## src/inc/host_irq_defines.vh

```
`ifndef HOST_IRQ_DEFINES_VH
`define HOST_IRQ_DEFINES_VH

// register selects on the documented register port
`define REG_SEL_W                1
`define REG_SEL_ENABLE_SET       1'h0
`define REG_SEL_ENABLE_CLEAR     1'h1

// live enable bits within a 32-bit word
`define ENABLE_MASK              32'h0F000066
`define SOFT_IRQ_HI              27
`define SOFT_IRQ_LO              24
`define PARITY_FAULT_BIT         6
`define SYSTEM_FAULT_BIT         5
`define INITIATOR_ABORT_BIT      2
`define COMPLETER_ABORT_BIT      1

// reset value of the internal enable register
`define ENABLE_RESET             32'h00000000

// power state encoding
`define PWR_STATE_W              2
`define PWR_STATE_D0             2'h0

`endif

```

## src/verilog/enable_bit_cell.v

```verilog
`timescale 1ns/1ps
`include "host_irq_defines.vh"

// one enable bit: write-one-to-set, write-one-to-clear
module enable_bit_cell (
	input  wire mclk_in,   // register clock
	input  wire reset_in,  // async reset, active high
	input  wire set_in,    // set pulse
	input  wire clear_in,  // clear pulse
	output reg  enable_out // stored enable
);

	// set and clear come from different registers, never the same cycle
	always @(posedge mclk_in or posedge reset_in) begin
		if (reset_in) begin
			enable_out <= 1'b0;
		end else if (set_in) begin
			enable_out <= 1'b1;
		end else if (clear_in) begin
			enable_out <= 1'b0;
		end
	end

endmodule // enable_bit_cell

```

## src/verilog/host_irq_enable_set_clear.v

```verilog
`timescale 1ns/1ps
`include "host_irq_defines.vh"

// Function
// - write-one to set-register bits 27-24 sets software enables
// - set-register bit 6 one sets parity fault enable
// - set-register bit 5 one sets system fault enable
// - set-register bit 2 one sets initiator abort enable
// - set-register bit 1 one sets completer abort enable
// - write-one to clear-register bits 27-24 clears software enables
// - clear-register bit 6 one clears parity fault enable
// - clear-register bit 5 one clears system fault enable
// - clear-register bit 2 one clears initiator abort enable
// - clear-register bit 1 one clears completer abort enable
// - interrupt pin low when flag and enable both set, D0 only
// - set reads enables; clear reads flags AND enables
module host_irq_enable_set_clear (
	input  wire                     mclk_in,      // register clock
	input  wire                     reset_in,     // async reset, active high
	input  wire                     reg_wr_in,    // write strobe, one cycle
	input  wire                     reg_rd_in,    // read strobe, one cycle
	input  wire [`REG_SEL_W-1:0]    reg_sel_in,   // 0 set register, 1 clear register
	input  wire [31:0]              reg_wdata_in, // write data
	input  wire [31:0]              status_in,    // internal status register
	input  wire [`PWR_STATE_W-1:0]  pwr_state_in, // power state, 0 is D0
	output reg  [31:0]              reg_rdata_out,// read data, from flops
	output reg                      rd_valid_out, // read data valid pulse
	output wire [31:0]              enable_out,   // internal enable register
	output reg                      host_irq_pin_n_out // host interrupt, active low
);

	// timing: a write lands at the edge that takes it
	// a read answers one cycle later and its data holds until the next read
	// the pin follows the masked status one cycle later
	// reserved bits are dropped on write and read back as zero
	// a write and a read in one cycle both act

	// register access decode
	wire        write_set;              // write to the enable-set register
	wire        write_clear;            // write to the enable-clear register

	// set pulses per field, from the enable-set register
	wire [3:0]  soft_set;               // software enables to set
	wire        parity_set;             // parity fault enable to set
	wire        system_set;             // system fault enable to set
	wire        initiator_set;          // initiator abort enable to set
	wire        completer_set;          // completer abort enable to set

	// clear pulses per field, from the enable-clear register
	wire [3:0]  soft_clear;             // software enables to clear
	wire        parity_clear;           // parity fault enable to clear
	wire        system_clear;           // system fault enable to clear
	wire        initiator_clear;        // initiator abort enable to clear
	wire        completer_clear;        // completer abort enable to clear

	// stored enables, one cell per live bit
	wire [3:0]  software_irq_bits;      // software interrupt enables
	wire        parity_fault_enable;    // parity fault enable
	wire        system_fault_enable;    // system fault enable
	wire        initiator_abort_enable; // initiator abort enable
	wire        completer_abort_enable; // completer abort enable

	// status flags by field, from outside the block
	wire [3:0]  software_irq_flags;     // software interrupt flags
	wire        parity_fault_flag;      // parity fault flag
	wire        system_fault_flag;      // system fault flag
	wire        initiator_abort_flag;   // initiator abort flag
	wire        completer_abort_flag;   // completer abort flag

	// status gated by enables, per field
	wire [3:0]  masked_soft;            // flagged and enabled software bits
	wire        masked_parity;          // flagged and enabled parity fault
	wire        masked_system;          // flagged and enabled system fault
	wire        masked_initiator;       // flagged and enabled initiator abort
	wire        masked_completer;       // flagged and enabled completer abort

	// assembled masked word and interrupt term
	wire [31:0] masked_status;          // masked word, register layout
	wire        any_masked;             // some enabled source is flagged

	// next values of the output registers
	reg  [31:0] rdata_next;             // next read data
	reg         rd_valid_next;          // next read valid
	reg         pin_n_next;             // next pin level

	// decode writes by register select
	assign write_set   = reg_wr_in && (reg_sel_in == `REG_SEL_ENABLE_SET);
	assign write_clear = reg_wr_in && (reg_sel_in == `REG_SEL_ENABLE_CLEAR);

	// set pulses; only live positions are looked at, reserved bits dropped
	// a zero written leaves its enable alone
	assign soft_set[0]     = write_set & reg_wdata_in[`SOFT_IRQ_LO];
	assign soft_set[1]     = write_set & reg_wdata_in[`SOFT_IRQ_LO + 1];
	assign soft_set[2]     = write_set & reg_wdata_in[`SOFT_IRQ_LO + 2];
	assign soft_set[3]     = write_set & reg_wdata_in[`SOFT_IRQ_HI];
	assign parity_set      = write_set & reg_wdata_in[`PARITY_FAULT_BIT];
	assign system_set      = write_set & reg_wdata_in[`SYSTEM_FAULT_BIT];
	assign initiator_set   = write_set & reg_wdata_in[`INITIATOR_ABORT_BIT];
	assign completer_set   = write_set & reg_wdata_in[`COMPLETER_ABORT_BIT];

	// clear pulses; same positions as the set register
	// a zero written leaves its enable alone
	assign soft_clear[0]   = write_clear & reg_wdata_in[`SOFT_IRQ_LO];
	assign soft_clear[1]   = write_clear & reg_wdata_in[`SOFT_IRQ_LO + 1];
	assign soft_clear[2]   = write_clear & reg_wdata_in[`SOFT_IRQ_LO + 2];
	assign soft_clear[3]   = write_clear & reg_wdata_in[`SOFT_IRQ_HI];
	assign parity_clear    = write_clear & reg_wdata_in[`PARITY_FAULT_BIT];
	assign system_clear    = write_clear & reg_wdata_in[`SYSTEM_FAULT_BIT];
	assign initiator_clear = write_clear & reg_wdata_in[`INITIATOR_ABORT_BIT];
	assign completer_clear = write_clear & reg_wdata_in[`COMPLETER_ABORT_BIT];

	// set has priority inside a cell, but the two pulses never meet:
	// a write goes to one register only, and one write is taken per cycle
	// the enable word itself is never written directly

	// software enable 0
	// bit 24 of both registers
	enable_bit_cell u_soft0 (
		.mclk_in    (mclk_in),
		.reset_in   (reset_in),
		.set_in     (soft_set[0]),
		.clear_in   (soft_clear[0]),
		.enable_out (software_irq_bits[0])
	);

	// software enable 1
	// bit 25 of both registers
	enable_bit_cell u_soft1 (
		.mclk_in    (mclk_in),
		.reset_in   (reset_in),
		.set_in     (soft_set[1]),
		.clear_in   (soft_clear[1]),
		.enable_out (software_irq_bits[1])
	);

	// software enable 2
	// bit 26 of both registers
	enable_bit_cell u_soft2 (
		.mclk_in    (mclk_in),
		.reset_in   (reset_in),
		.set_in     (soft_set[2]),
		.clear_in   (soft_clear[2]),
		.enable_out (software_irq_bits[2])
	);

	// software enable 3
	// bit 27 of both registers
	enable_bit_cell u_soft3 (
		.mclk_in    (mclk_in),
		.reset_in   (reset_in),
		.set_in     (soft_set[3]),
		.clear_in   (soft_clear[3]),
		.enable_out (software_irq_bits[3])
	);

	// parity fault enable
	// bit 6 of both registers
	enable_bit_cell u_parity (
		.mclk_in    (mclk_in),
		.reset_in   (reset_in),
		.set_in     (parity_set),
		.clear_in   (parity_clear),
		.enable_out (parity_fault_enable)
	);

	// system fault enable
	// bit 5 of both registers
	enable_bit_cell u_system (
		.mclk_in    (mclk_in),
		.reset_in   (reset_in),
		.set_in     (system_set),
		.clear_in   (system_clear),
		.enable_out (system_fault_enable)
	);

	// initiator abort enable
	// bit 2 of both registers
	enable_bit_cell u_initiator (
		.mclk_in    (mclk_in),
		.reset_in   (reset_in),
		.set_in     (initiator_set),
		.clear_in   (initiator_clear),
		.enable_out (initiator_abort_enable)
	);

	// completer abort enable
	// bit 1 of both registers
	enable_bit_cell u_completer (
		.mclk_in    (mclk_in),
		.reset_in   (reset_in),
		.set_in     (completer_set),
		.clear_in   (completer_clear),
		.enable_out (completer_abort_enable)
	);

	// enable word; reserved positions read as zero
	assign enable_out[31:28] = 4'h0;
	assign enable_out[24]    = software_irq_bits[0];
	assign enable_out[25]    = software_irq_bits[1];
	assign enable_out[26]    = software_irq_bits[2];
	assign enable_out[27]    = software_irq_bits[3];
	assign enable_out[23:7]  = 17'h00000;
	assign enable_out[6]     = parity_fault_enable;
	assign enable_out[5]     = system_fault_enable;
	assign enable_out[4:3]   = 2'h0;
	assign enable_out[2]     = initiator_abort_enable;
	assign enable_out[1]     = completer_abort_enable;
	assign enable_out[0]     = 1'h0;

	// status fields by position
	assign software_irq_flags[0] = status_in[`SOFT_IRQ_LO];
	assign software_irq_flags[1] = status_in[`SOFT_IRQ_LO + 1];
	assign software_irq_flags[2] = status_in[`SOFT_IRQ_LO + 2];
	assign software_irq_flags[3] = status_in[`SOFT_IRQ_HI];
	assign parity_fault_flag     = status_in[`PARITY_FAULT_BIT];
	assign system_fault_flag     = status_in[`SYSTEM_FAULT_BIT];
	assign initiator_abort_flag  = status_in[`INITIATOR_ABORT_BIT];
	assign completer_abort_flag  = status_in[`COMPLETER_ABORT_BIT];

	// per-field masked status
	assign masked_soft[0]   = software_irq_flags[0] & software_irq_bits[0];
	assign masked_soft[1]   = software_irq_flags[1] & software_irq_bits[1];
	assign masked_soft[2]   = software_irq_flags[2] & software_irq_bits[2];
	assign masked_soft[3]   = software_irq_flags[3] & software_irq_bits[3];
	assign masked_parity    = parity_fault_flag & parity_fault_enable;
	assign masked_system    = system_fault_flag & system_fault_enable;
	assign masked_initiator = initiator_abort_flag & initiator_abort_enable;
	assign masked_completer = completer_abort_flag & completer_abort_enable;

	// masked word in register layout
	// the pin and the clear-register read see the same word, so the host
	// finds the source that raised the pin
	assign masked_status[31:28] = 4'h0;
	assign masked_status[24]    = masked_soft[0];
	assign masked_status[25]    = masked_soft[1];
	assign masked_status[26]    = masked_soft[2];
	assign masked_status[27]    = masked_soft[3];
	assign masked_status[23:7]  = 17'h00000;
	assign masked_status[6]     = masked_parity;
	assign masked_status[5]     = masked_system;
	assign masked_status[4:3]   = 2'h0;
	assign masked_status[2]     = masked_initiator;
	assign masked_status[1]     = masked_completer;
	assign masked_status[0]     = 1'h0;

	// any enabled source that is flagged
	assign any_masked = |masked_status;

	// read data next value; held when no read is taken
	always @* begin
		rdata_next    = reg_rdata_out;
		rd_valid_next = reg_rd_in;
		if (reg_rd_in) begin
			case (reg_sel_in)
				`REG_SEL_ENABLE_SET: begin
					rdata_next = enable_out;
				end
				`REG_SEL_ENABLE_CLEAR: begin
					rdata_next = masked_status;
				end
				default: begin
					rdata_next = reg_rdata_out;
				end
			endcase
		end
	end

	// read data and valid flops
	// valid rises for one cycle per taken read
	always @(posedge mclk_in or posedge reset_in) begin
		if (reset_in) begin
			reg_rdata_out <= 32'h00000000;
			rd_valid_out  <= 1'h0;
		end else begin
			reg_rdata_out <= rdata_next;
			rd_valid_out  <= rd_valid_next;
		end
	end

	// interrupt next value; D1 to D3 keep the pin released
	always @* begin
		pin_n_next = 1'h1;
		case (pwr_state_in)
			`PWR_STATE_D0: begin
				pin_n_next = ~any_masked;
			end
			default: begin
				pin_n_next = 1'h1;
			end
		endcase
	end

	// pin flop; idle high out of reset
	// registered so decode glitches never reach the pin
	always @(posedge mclk_in or posedge reset_in) begin
		if (reset_in) begin
			host_irq_pin_n_out <= 1'h1;
		end else begin
			host_irq_pin_n_out <= pin_n_next;
		end
	end

endmodule // host_irq_enable_set_clear
```

## config.mk

```make
export PLATFORM = sky130hd
export DESIGN_NAME = host_irq_enable_set_clear
export DESIGN_NICKNAME = d
export VERILOG_FILES = /design/src/verilog/enable_bit_cell.v /design/src/verilog/host_irq_enable_set_clear.v
export VERILOG_INCLUDE_DIRS = /design/src /design/src/inc
export SDC_FILE = /design/constraint.sdc
export NUM_CORES = 1
export LEC_CHECK = 0
export BUFFER_PORTS_ARGS = -buffer_cell sky130_fd_sc_hd__buf_2
export CORE_ASPECT_RATIO = 0.75
export CORE_MARGIN = 8
export CORE_UTILIZATION = 34
export CTS_CLUSTER_DIAMETER = 50
export CTS_CLUSTER_SIZE = 14
export DETAILED_ROUTE_END_ITERATION = 6
export HOLD_SLACK_MARGIN = 0.05
export PLACE_DENSITY = 0.8
export RECOVER_POWER = 25
export SKIP_LAST_GASP = 1
export SLEW_MARGIN = 15
export SYNTH_ARGS = -nofsm -noshare
export SYNTH_HDL_FRONTEND = slang
export SYNTH_SLANG_ARGS = --single-unit
```

## constraint.sdc

```tcl
create_clock -name mclk_in -period 0.9 [get_ports mclk_in]
set_input_delay 0.09 -clock mclk_in [delete_from_list [all_inputs] [get_ports mclk_in]]
set_output_delay 0.09 -clock mclk_in [all_outputs]
set_load 0.02 [all_outputs]
```

==> flow_summary.ini, run 1 <==
[power]
leakagePower_nw = 0.7681
powerDensity_mw_per_mm2 = 1681
irDropWorstVdd_uv = 480.5

[floorplanning]
die_area_mm2 = 0.005790
io-pin-count = 137
fp.dieH_um = 67.93
core_mm2 = 0.003542
rows = 19
start_util_pct = 34.51
die_x_um = 85.24

[sta]
maxSlewHeadroom_pct = 55.73
hold_viol_final = 0
fmax_mhz = 1032
tightest_slew_ns = 0.6640
finClkSkew_ns = 0.005814
finalWorstSetupSlack_ns = -0.06879
post-route-period-util_pct = 107.6
grt_setup_unrepaired = yes
drv_slew = 0
fin_crit_ns = 0.9688
setup_viol = 10

[final_layout]
syn_to_final_growth_pct = 19.55
largest_reg_flops = 8
diodes = 0
nFillCells = 365
layout-drive-gt1-share_pct = 37.57
multiInputGateArea_um2 = 509.2
largest-register = reg_rdata_out
area.sequential_um2 = 455.4
final_area_mm2 = 0.001461
final_cells = 215
fin_nets = 245

[setup_path]
cp.arrival_ns = 0.88
startpoint_type = flip-flop
crit_type = flip-flop to output pin
crit_buf_inv = 2
crit_family = flip-flops
critical-path-slowest-cell = dfrtp_1
cp-end-kind = output pin
crit_chain = buf_6 -> buf_6
crit_top_cell = buf_6
critPathMaxStageDelay_ns = 0.39
worstPathRequired_ns = 0.81
critPathMaxFanout = 2

[global_routing]
grt_first_pass_wirelength_um = 4250
grt_antenna_before_repair = 0
first_global_vias = 904
grt_usage_pct = 9.197
grt_max_degree = 19
gr-total-overflow = 0

[logic_synthesis]
synth_area_mm2 = 0.001222
yosys_warnings = 0
synth_area_per_cell_um2 = 9.625
synthesis.instances = 127
ys_seq_area_share_pct = 36.95
synth_cell_types = 18
synth_seq_cells = 18

[hold_path]
hold_path.class = input pin to flip-flop

[route]
vias = 851
drtIter0Drc = 13
firstDrtPassIters = 4
drcViolationCount = 0
totalWireLength_um = 2815
viasPerCell = 3.958
wl_per_cell_um = 13.09
antenna_left = 0

[clock_network]
tritoncts = built
clock_latency_ns = 0.25
clk_path_buf_depth = 2
cts_buffers = 3
cts.sinks = 18
cts_root_buf = clkbuf_8
clkTransAtPathRegs_ns = 0.07
h-tree-depth = 1

[run]
drv_cap = 0

[place]
dpl_cell_area_mm2 = 0.001230
dp_cells = 200
io_buffers = 40
dp_hpwl_um = 2239
gp_congestion = 0.7001

[status]
violations = setup timing
status = finished, violations left
[routing by layer]
| layer | share of wire (%) | GRT usage (%) | wire length, um | up-vias |
|---|---|---|---|---|
| met5 | 0 | 0 | 0 | - |
| met2 | 50 | 15.63 | 1413 | 41 |
| met3 | 8.5 | 2.998 | 239 | 6 |
| met4 | 2.7 | 5.519 | 76 | 0 |
| met1 | 39 | 10.13 | 1085 | 393 |
| li1 | - | - | - | 411 |
[logic make-up after synthesis]
kind of cell    share of synthesized area [%]
simple gates                            9.315
mux                                     1.638
compound gates                          14.54
flops                                   36.95
other cells                            0.3068
buf+inv                                 37.26
[synthesized netlist by cell type (all sizes together)]
cell type | instances | area, um2
nand2b | 8 | 50.05
dfrtp | 17 | 425.4
buf | 59 | 444.2
a22oi | 4 | 30.03
nand2 | 2 | 7.510
a41o | 1 | 10.01
conb | 1 | 3.750
dfstp | 1 | 26.28
mux2i | 2 | 20.02
inv | 3 | 11.26
a21oi | 6 | 30.03
nor2b | 8 | 50.05
a31o | 8 | 70.07
a31oi | 6 | 37.54
or2 | 1 | 6.260
[layout make-up]
type	instances	area share [%]
sequential	18	31.16
tap	42	3.596
timing repair buffer	54	26.54
multi-input combinational	94	34.85
inverter	3	0.7705
clock buffer	4	3.082
[layout by cell type (no fill, tap or decap)]
cell / n
conb_1: 48
buf_2: 28
dfrtp_1: 14
buf_6: 13
nand2b_1: 8
nor2b_1: 8
buf_4: 7
a31oi_1: 6
a31o_2: 5
a21oi_1: 5
dlygate4sd3_1: 4
a22oi_1: 3
inv_1: 3
clkbuf_8: 3
dfrtp_2: 3
a31o_1: 2
nand2_1: 2
mux2i_1: 2
clkbuf_1: 2
a21oi_2: 1
a22oi_2: 1
or2_2: 1
a41o_1: 1
a31o_4: 1
dfstp_2: 1
clkbuf_2: 1
[power by group]
group / internal [W] / switching (W)
Clock: 0.000313 / 0.000242
Combinational: 0.000375 / 0.000513
Sequential: 0.000919 / 0.0000940
Total: 0.00161 / 0.000850
[path summary, 6_finish.rpt]
check | startpoint | slack, ns | cells after the start | to
max in group asynchronous | reset_in | 0.10 | 4 | host_irq_pin_n_out
worst min register to register | u_soft2.enable_out | 0.59 | 1 | reg_rdata_out[26]
min in group asynchronous | reset_in | 0.46 | 4 | reg_rdata_out[26]
worst max register to register | u_soft1.enable_out | -0.02 | 3 | host_irq_pin_n_out
worst max-delay path | u_soft1.enable_out | -0.07 | 2 | enable_out[25]
worst min-delay path | reg_wdata_in[25] | 0.05 | 2 | u_soft1.enable_out
[per-stage QoR]
step / power (W) / TNS, ns / hold slack, ns / setup slack, ns / utilization, %
after floorplan: 0.001718 / 0 / 0.02784 / 0.005356 / -
after global placement: 0.001707 / 0 / 0.1181 / 0.04186 / 34.72
after detailed placement: 0.001722 / 0 / 0.1178 / 0.02840 / 34.72
after CTS: 0.002421 / -0.3258 / 0.05047 / -0.07647 / 40.23
after global routing: 0.002588 / -0.6491 / 0.05500 / -0.09709 / 41.26
final: 0.002456 / -0.2671 / 0.05121 / -0.06879 / 41.26
[repair_timing]
action                                  in CTS  in global routing
pin swaps                                    0                  1
endpoints found under the setup margin       9                 15
resized for setup                           20                 10
cloned                                       0                  0
endpoints found under the hold margin       20                  0
buffers inserted                             6                  1
hold buffers                                 4                  0
Note: power is estimated with default switching activity, not from simulation.
==> run 2: changes to the inputs <==
Settings changed: TNS_END_PERCENT set to 50.
==> run 2 against run 1 <==
Sequential cell count unchanged. First-iteration DRC count rose to 3.2 times the previous value. Fmax down 0.14%. Non-clock buffer count unchanged. Worst setup slack worse by 0.0014 ns. Wire length down 1.3%. Clock power up 0.7%. Final cell count unchanged. Sequential share of layout area up 0.65 points. The flow still finishes with violations (setup timing). Largest cell class unchanged. Register-to-register slack about the same. Largest power group unchanged. Worst hold slack worse by 0.0016 ns. Clock skew about the same.
==> flow_summary.ini, run 2 (same netlist as run 1, synthesis figures left out) <==
[sta]
timing.hold.ws_ns = 0.04960
drv_slew = 0
fin_crit_ns = 0.9701
setup_viol = 12
hold_viol_final = 0
finalWorstSetupSlack_ns = -0.07015
post-route-period-util_pct = 107.8
maxSlewHeadroom_pct = 56.08
fin_setup_tns_ns = -0.2917
fmax_mhz = 1031
grt_setup_unrepaired = yes
tightest_slew_ns = 0.6588
finClkSkew_ns = 0.005777

[floorplanning]
fp.dieH_um = 67.93
die_x_um = 85.24
core_mm2 = 0.003542
rows = 19
die_area_mm2 = 0.005790
io-pin-count = 137
start_util_pct = 34.51

[route]
antenna_left = 0
wl_per_cell_um = 12.92
vias = 848
drcViolationCount = 0
drtIter0Drc = 42
firstDrtPassIters = 4
viasPerCell = 3.944
totalWireLength_um = 2778

[clock_network]
clk_path_buf_depth = 2
clock_latency_ns = 0.25
tritoncts = built
cts_root_buf = clkbuf_8
h-tree-depth = 1
cts_buffers = 3
clkTransAtPathRegs_ns = 0.07
cts.sinks = 18

[final_layout]
syn_to_final_growth_pct = 16.48
final_common_cell = conb_1
largest_reg_flops = 8
final_cells = 215
final_area_mm2 = 0.001424
layout-drive-gt1-share_pct = 35.84
diodes = 0
fin_nets = 245
layout.cells.most_common_list = conb_1 (48), buf_2 (31), dfrtp_1 (16)
largest-register = reg_rdata_out

[setup_path]
worstPathRequired_ns = 0.81
cp-end-kind = output pin
r2r_slack_ns = -0.03
crit_type = flip-flop to output pin
critPathMaxFanout = 2
startpoint_type = flip-flop
cp.arrival_ns = 0.88

[global_routing]
gr-total-overflow = 0
first_global_vias = 878
grt_max_degree = 19
grt_antenna_before_repair = 0
grt_usage_pct = 8.912
grt_first_pass_wirelength_um = 4153

[power]
powerDensity_mw_per_mm2 = 1696
leakagePower_nw = 0.7591
irDropWorstVdd_uv = 483.1

[place]
io_buffers = 40
gp_congestion = 0.7001
dpl_cell_area_mm2 = 0.001230
dp_cells = 200
dp_hpwl_um = 2239

[status]
violations = setup timing
status = finished, violations left

[run]
drv_cap = 0

[hold_path]
hold_path.class = input pin to flip-flop
-- run 2: cell counts in the layout (fill, tap and decap cells not counted) --
Identical to the previous run, type by type.
-- run 2: final cells by class --
type	count	area [um2]
Tap cell	42	52.55
Sequential cell	18	452.9
Clock buffer	4	45.04
Fill cell	362	2118
Timing Repair Buffer	54	365.4
Inverter	3	11.26
Multi-Input combinational cell	94	496.7
-- run 2: path summary, 6_finish.rpt --
kind,start,end,depth (start not counted)
max,u_soft1.enable_out,enable_out[25],2
min in group asynchronous,reset_in,u_system.enable_out,4
min reg2reg,u_initiator.enable_out,reg_rdata_out[2],1
min,reg_wdata_in[25],u_soft1.enable_out,2
max reg2reg,u_soft1.enable_out,host_irq_pin_n_out,3
max in group asynchronous,reset_in,host_irq_pin_n_out,4
-- run 2: metrics by stage --
step                      util, %  total power, W  worst slack [ns]
after floorplan                 -        0.001718          0.005356
after global placement      34.72        0.001707           0.04186
after detailed placement    34.72        0.001722           0.02840
after CTS                   38.71        0.002354          -0.07647
after global routing        40.20        0.002542          -0.09709
final                       40.20        0.002415          -0.07015
-- run 2: what timing repair did --
| action | in CTS | in global routing |
|---|---|---|
| gates cloned | 0 | 0 |
| buffers inserted | 3 | 4 |
| pin swaps | 0 | 1 |
| endpoints found under the setup margin | 9 | 14 |
| resized for setup | 10 | 9 |
| hold buffers | 4 | 0 |
| endpoints found under the hold margin | 20 | 0 |
-- run 2: report_power, final --
group / switching [W] / internal, W
logic: 0.000509 / 0.000345
clock network: 0.000245 / 0.000313
registers: 0.0000867 / 0.000916
-- run 2: worst max-delay path, cell delays in order, from the launching register on --
cell,delay (ns)
dfrtp_1,0.39
buf_6,0.12
buf_6,0.12
-- run 2: layer usage --
layer / track usage (%) / wire, um / vias to the layer above
met3: 2.998 / 238 / 2
met1: 10.13 / 1098 / 396
met5: 0 / 0 / -
met2: 15.24 / 1409 / 39
met4: 3.974 / 32 / 0
li1: - / - / 411
==> run 3: changes to the inputs <==
Settings changed: PLACE_DENSITY 0.8 to 0.82.
==> run 3 against run 2 <==
The flow still finishes with violations (setup timing). Largest power group unchanged. Total power increased by 3.3%. Clock-buffer cell count unchanged. Worst hold slack improved by 0.061 ns. Die area unchanged. Worst setup slack got worse by 0.0084 ns. Via count increased by 1.9%. Non-clock buffer count increased by 1. Wire length decreased by 0.83%.
==> flow_summary.ini, run 3 (same netlist as run 1, synthesis figures left out) <==
[power]
seqPwrFrac_pct = 40.1
irDropWorstVdd_uv = 598.6
pwr-share-comb_pct = 33.7
powerDensity_mw_per_mm2 = 1723
pwr-share-clk_pct = 26.2
intPower_w = 0.001637
leakagePower_nw = 0.7661
switchingPower_w = 0.0008571
p_sw_share_pct = 34.37

[place]
io_buffers = 40
dp_hpwl_um = 2178
dpl_cell_area_mm2 = 0.001230
gp_congestion = 0.7278

[global_routing]
grt_usage_pct = 8.785
grt_first_pass_wirelength_um = 4050
first_global_vias = 876
grt_max_degree = 19
gr-total-overflow = 0
grt_antenna_before_repair = 0

[route]
vias = 864
drcViolationCount = 0
viasPerCell = 4.000
firstDrtPassIters = 4
drtIter0Drc = 50
wl_per_cell_um = 12.75
totalWireLength_um = 2755
antenna_left = 0

[final_layout]
final_area_mm2 = 0.001448
layout-drive-gt1-share_pct = 35.63
layout.cells.most_common_list = conb_1 (48), buf_2 (33), dfrtp_1 (16)
diodes = 0
largest_reg_flops = 8
fin_nets = 246
largest-register = reg_rdata_out
final_common_cell = conb_1
syn_to_final_growth_pct = 18.42

[sta]
setup_viol = 10
drv_slew = 0
finalWorstSetupSlack_ns = -0.07859
grt_setup_unrepaired = yes
fmax_mhz = 1022
finClkSkew_ns = 0.003770
timing.hold.ws_ns = 0.1110
tightest_slew_ns = 0.6682
fin_crit_ns = 0.9786
maxSlewHeadroom_pct = 55.46
post-route-period-util_pct = 108.7
hold_viol_final = 0
fin_setup_tns_ns = -0.3719

[setup_path]
crit_type = flip-flop to output pin
worstPathRequired_ns = 0.81
cp-end-kind = output pin
crit_chain = buf_6
crit_family = flip-flops
crit_buf_inv = 1
cp.arrival_ns = 0.89
critPathMaxStageDelay_ns = 0.53
startpoint_type = flip-flop
critical-path-slowest-cell = dfstp_2
critPathMaxFanout = 1

[clock_network]
clk_path_buf_depth = 2
clock_latency_ns = 0.25
tritoncts = built
clkTransAtPathRegs_ns = 0.07
cts_buffers = 3
h-tree-depth = 1
cts_root_buf = clkbuf_8
cts.sinks = 18

[floorplanning]
die_x_um = 85.24
io-pin-count = 137
start_util_pct = 34.51
rows = 19
fp.dieH_um = 67.93
die_area_mm2 = 0.005790
core_mm2 = 0.003542

[hold_path]
hold_path.class = input pin to flip-flop

[status]
status = finished, violations left
violations = setup timing

[run]
drv_cap = 0
## run 3: per-layer routing
metal	part of all wire [%]	global-route usage, %	vias to the layer above
met5	0	0	-
met4	1.5	6.623	0
met3	8.7	2.998	5
met2	52	13.88	44
met1	38	9.923	399
li1	-	-	416
## run 3: worst paths after layout
path                       slack (ns)  cells after the start                    from                  end
max                             -0.08                      1      host_irq_pin_n_out   host_irq_pin_n_out
min                              0.11                      3         reg_wdata_in[5]  u_system.enable_out
max reg2reg                     -0.02                      3      u_soft1.enable_out   host_irq_pin_n_out
min reg2reg                      0.59                      1  u_initiator.enable_out     reg_rdata_out[2]
max in group asynchronous        0.14                      4                reset_in   host_irq_pin_n_out
min in group asynchronous        0.44                      4                reset_in     reg_rdata_out[1]
## run 3: area by class of cell
class / count / area, um2
Clock buffer: 4 / 55.05
Fill cell: 351 / 2095
Inverter: 3 / 11.26
Multi-Input combinational cell: 94 / 501.7
Sequential cell: 18 / 452.9
Tap cell: 42 / 52.55
Timing Repair Buffer: 55 / 374.1
## run 3: repair_timing
action,in CTS,in global routing
pin swaps,0,1
gates resized for setup,8,10
buffers inserted,2,3
hold buffers,7,0
hold endpoints to repair,23,0
setup endpoints to repair,9,15
cloned,0,0
## run 3: worst register-to-register path, stage by stage, from the launching register on
cell and delay, ns:
dfrtp_1 0.39, buf_4 0.14, a22oi_2 0.16, a41o_1 0.17
## run 3: power by group through the flow
stage	clock [W]	sequential, W	combinational [W]
CTS	0.000669	0.000992	0.000783
floorplan	0	0.00106	0.000656
global placement	0	0.00100	0.000704
detailed placement	0	0.00101	0.000713
global route	0.000698	0.00101	0.000911
finish	0.000654	0.00100	0.000840
## run 3: metrics by stage
stage / setup WS [ns] / utilization [%] / std cells / power [W]
4_1_cts: -0.08506 / 39.39 / 213 / 0.002443
3_5_place_dp: 0.03440 / 34.72 / 200 / 0.001719
5_1_grt: -0.09903 / 40.87 / 216 / 0.002622
2_1_floorplan: 0.005356 / - / 174 / 0.001718
6_report: -0.07859 / 40.87 / 216 / 0.002494
3_3_place_gp: 0.04819 / 34.72 / 200 / 0.001705
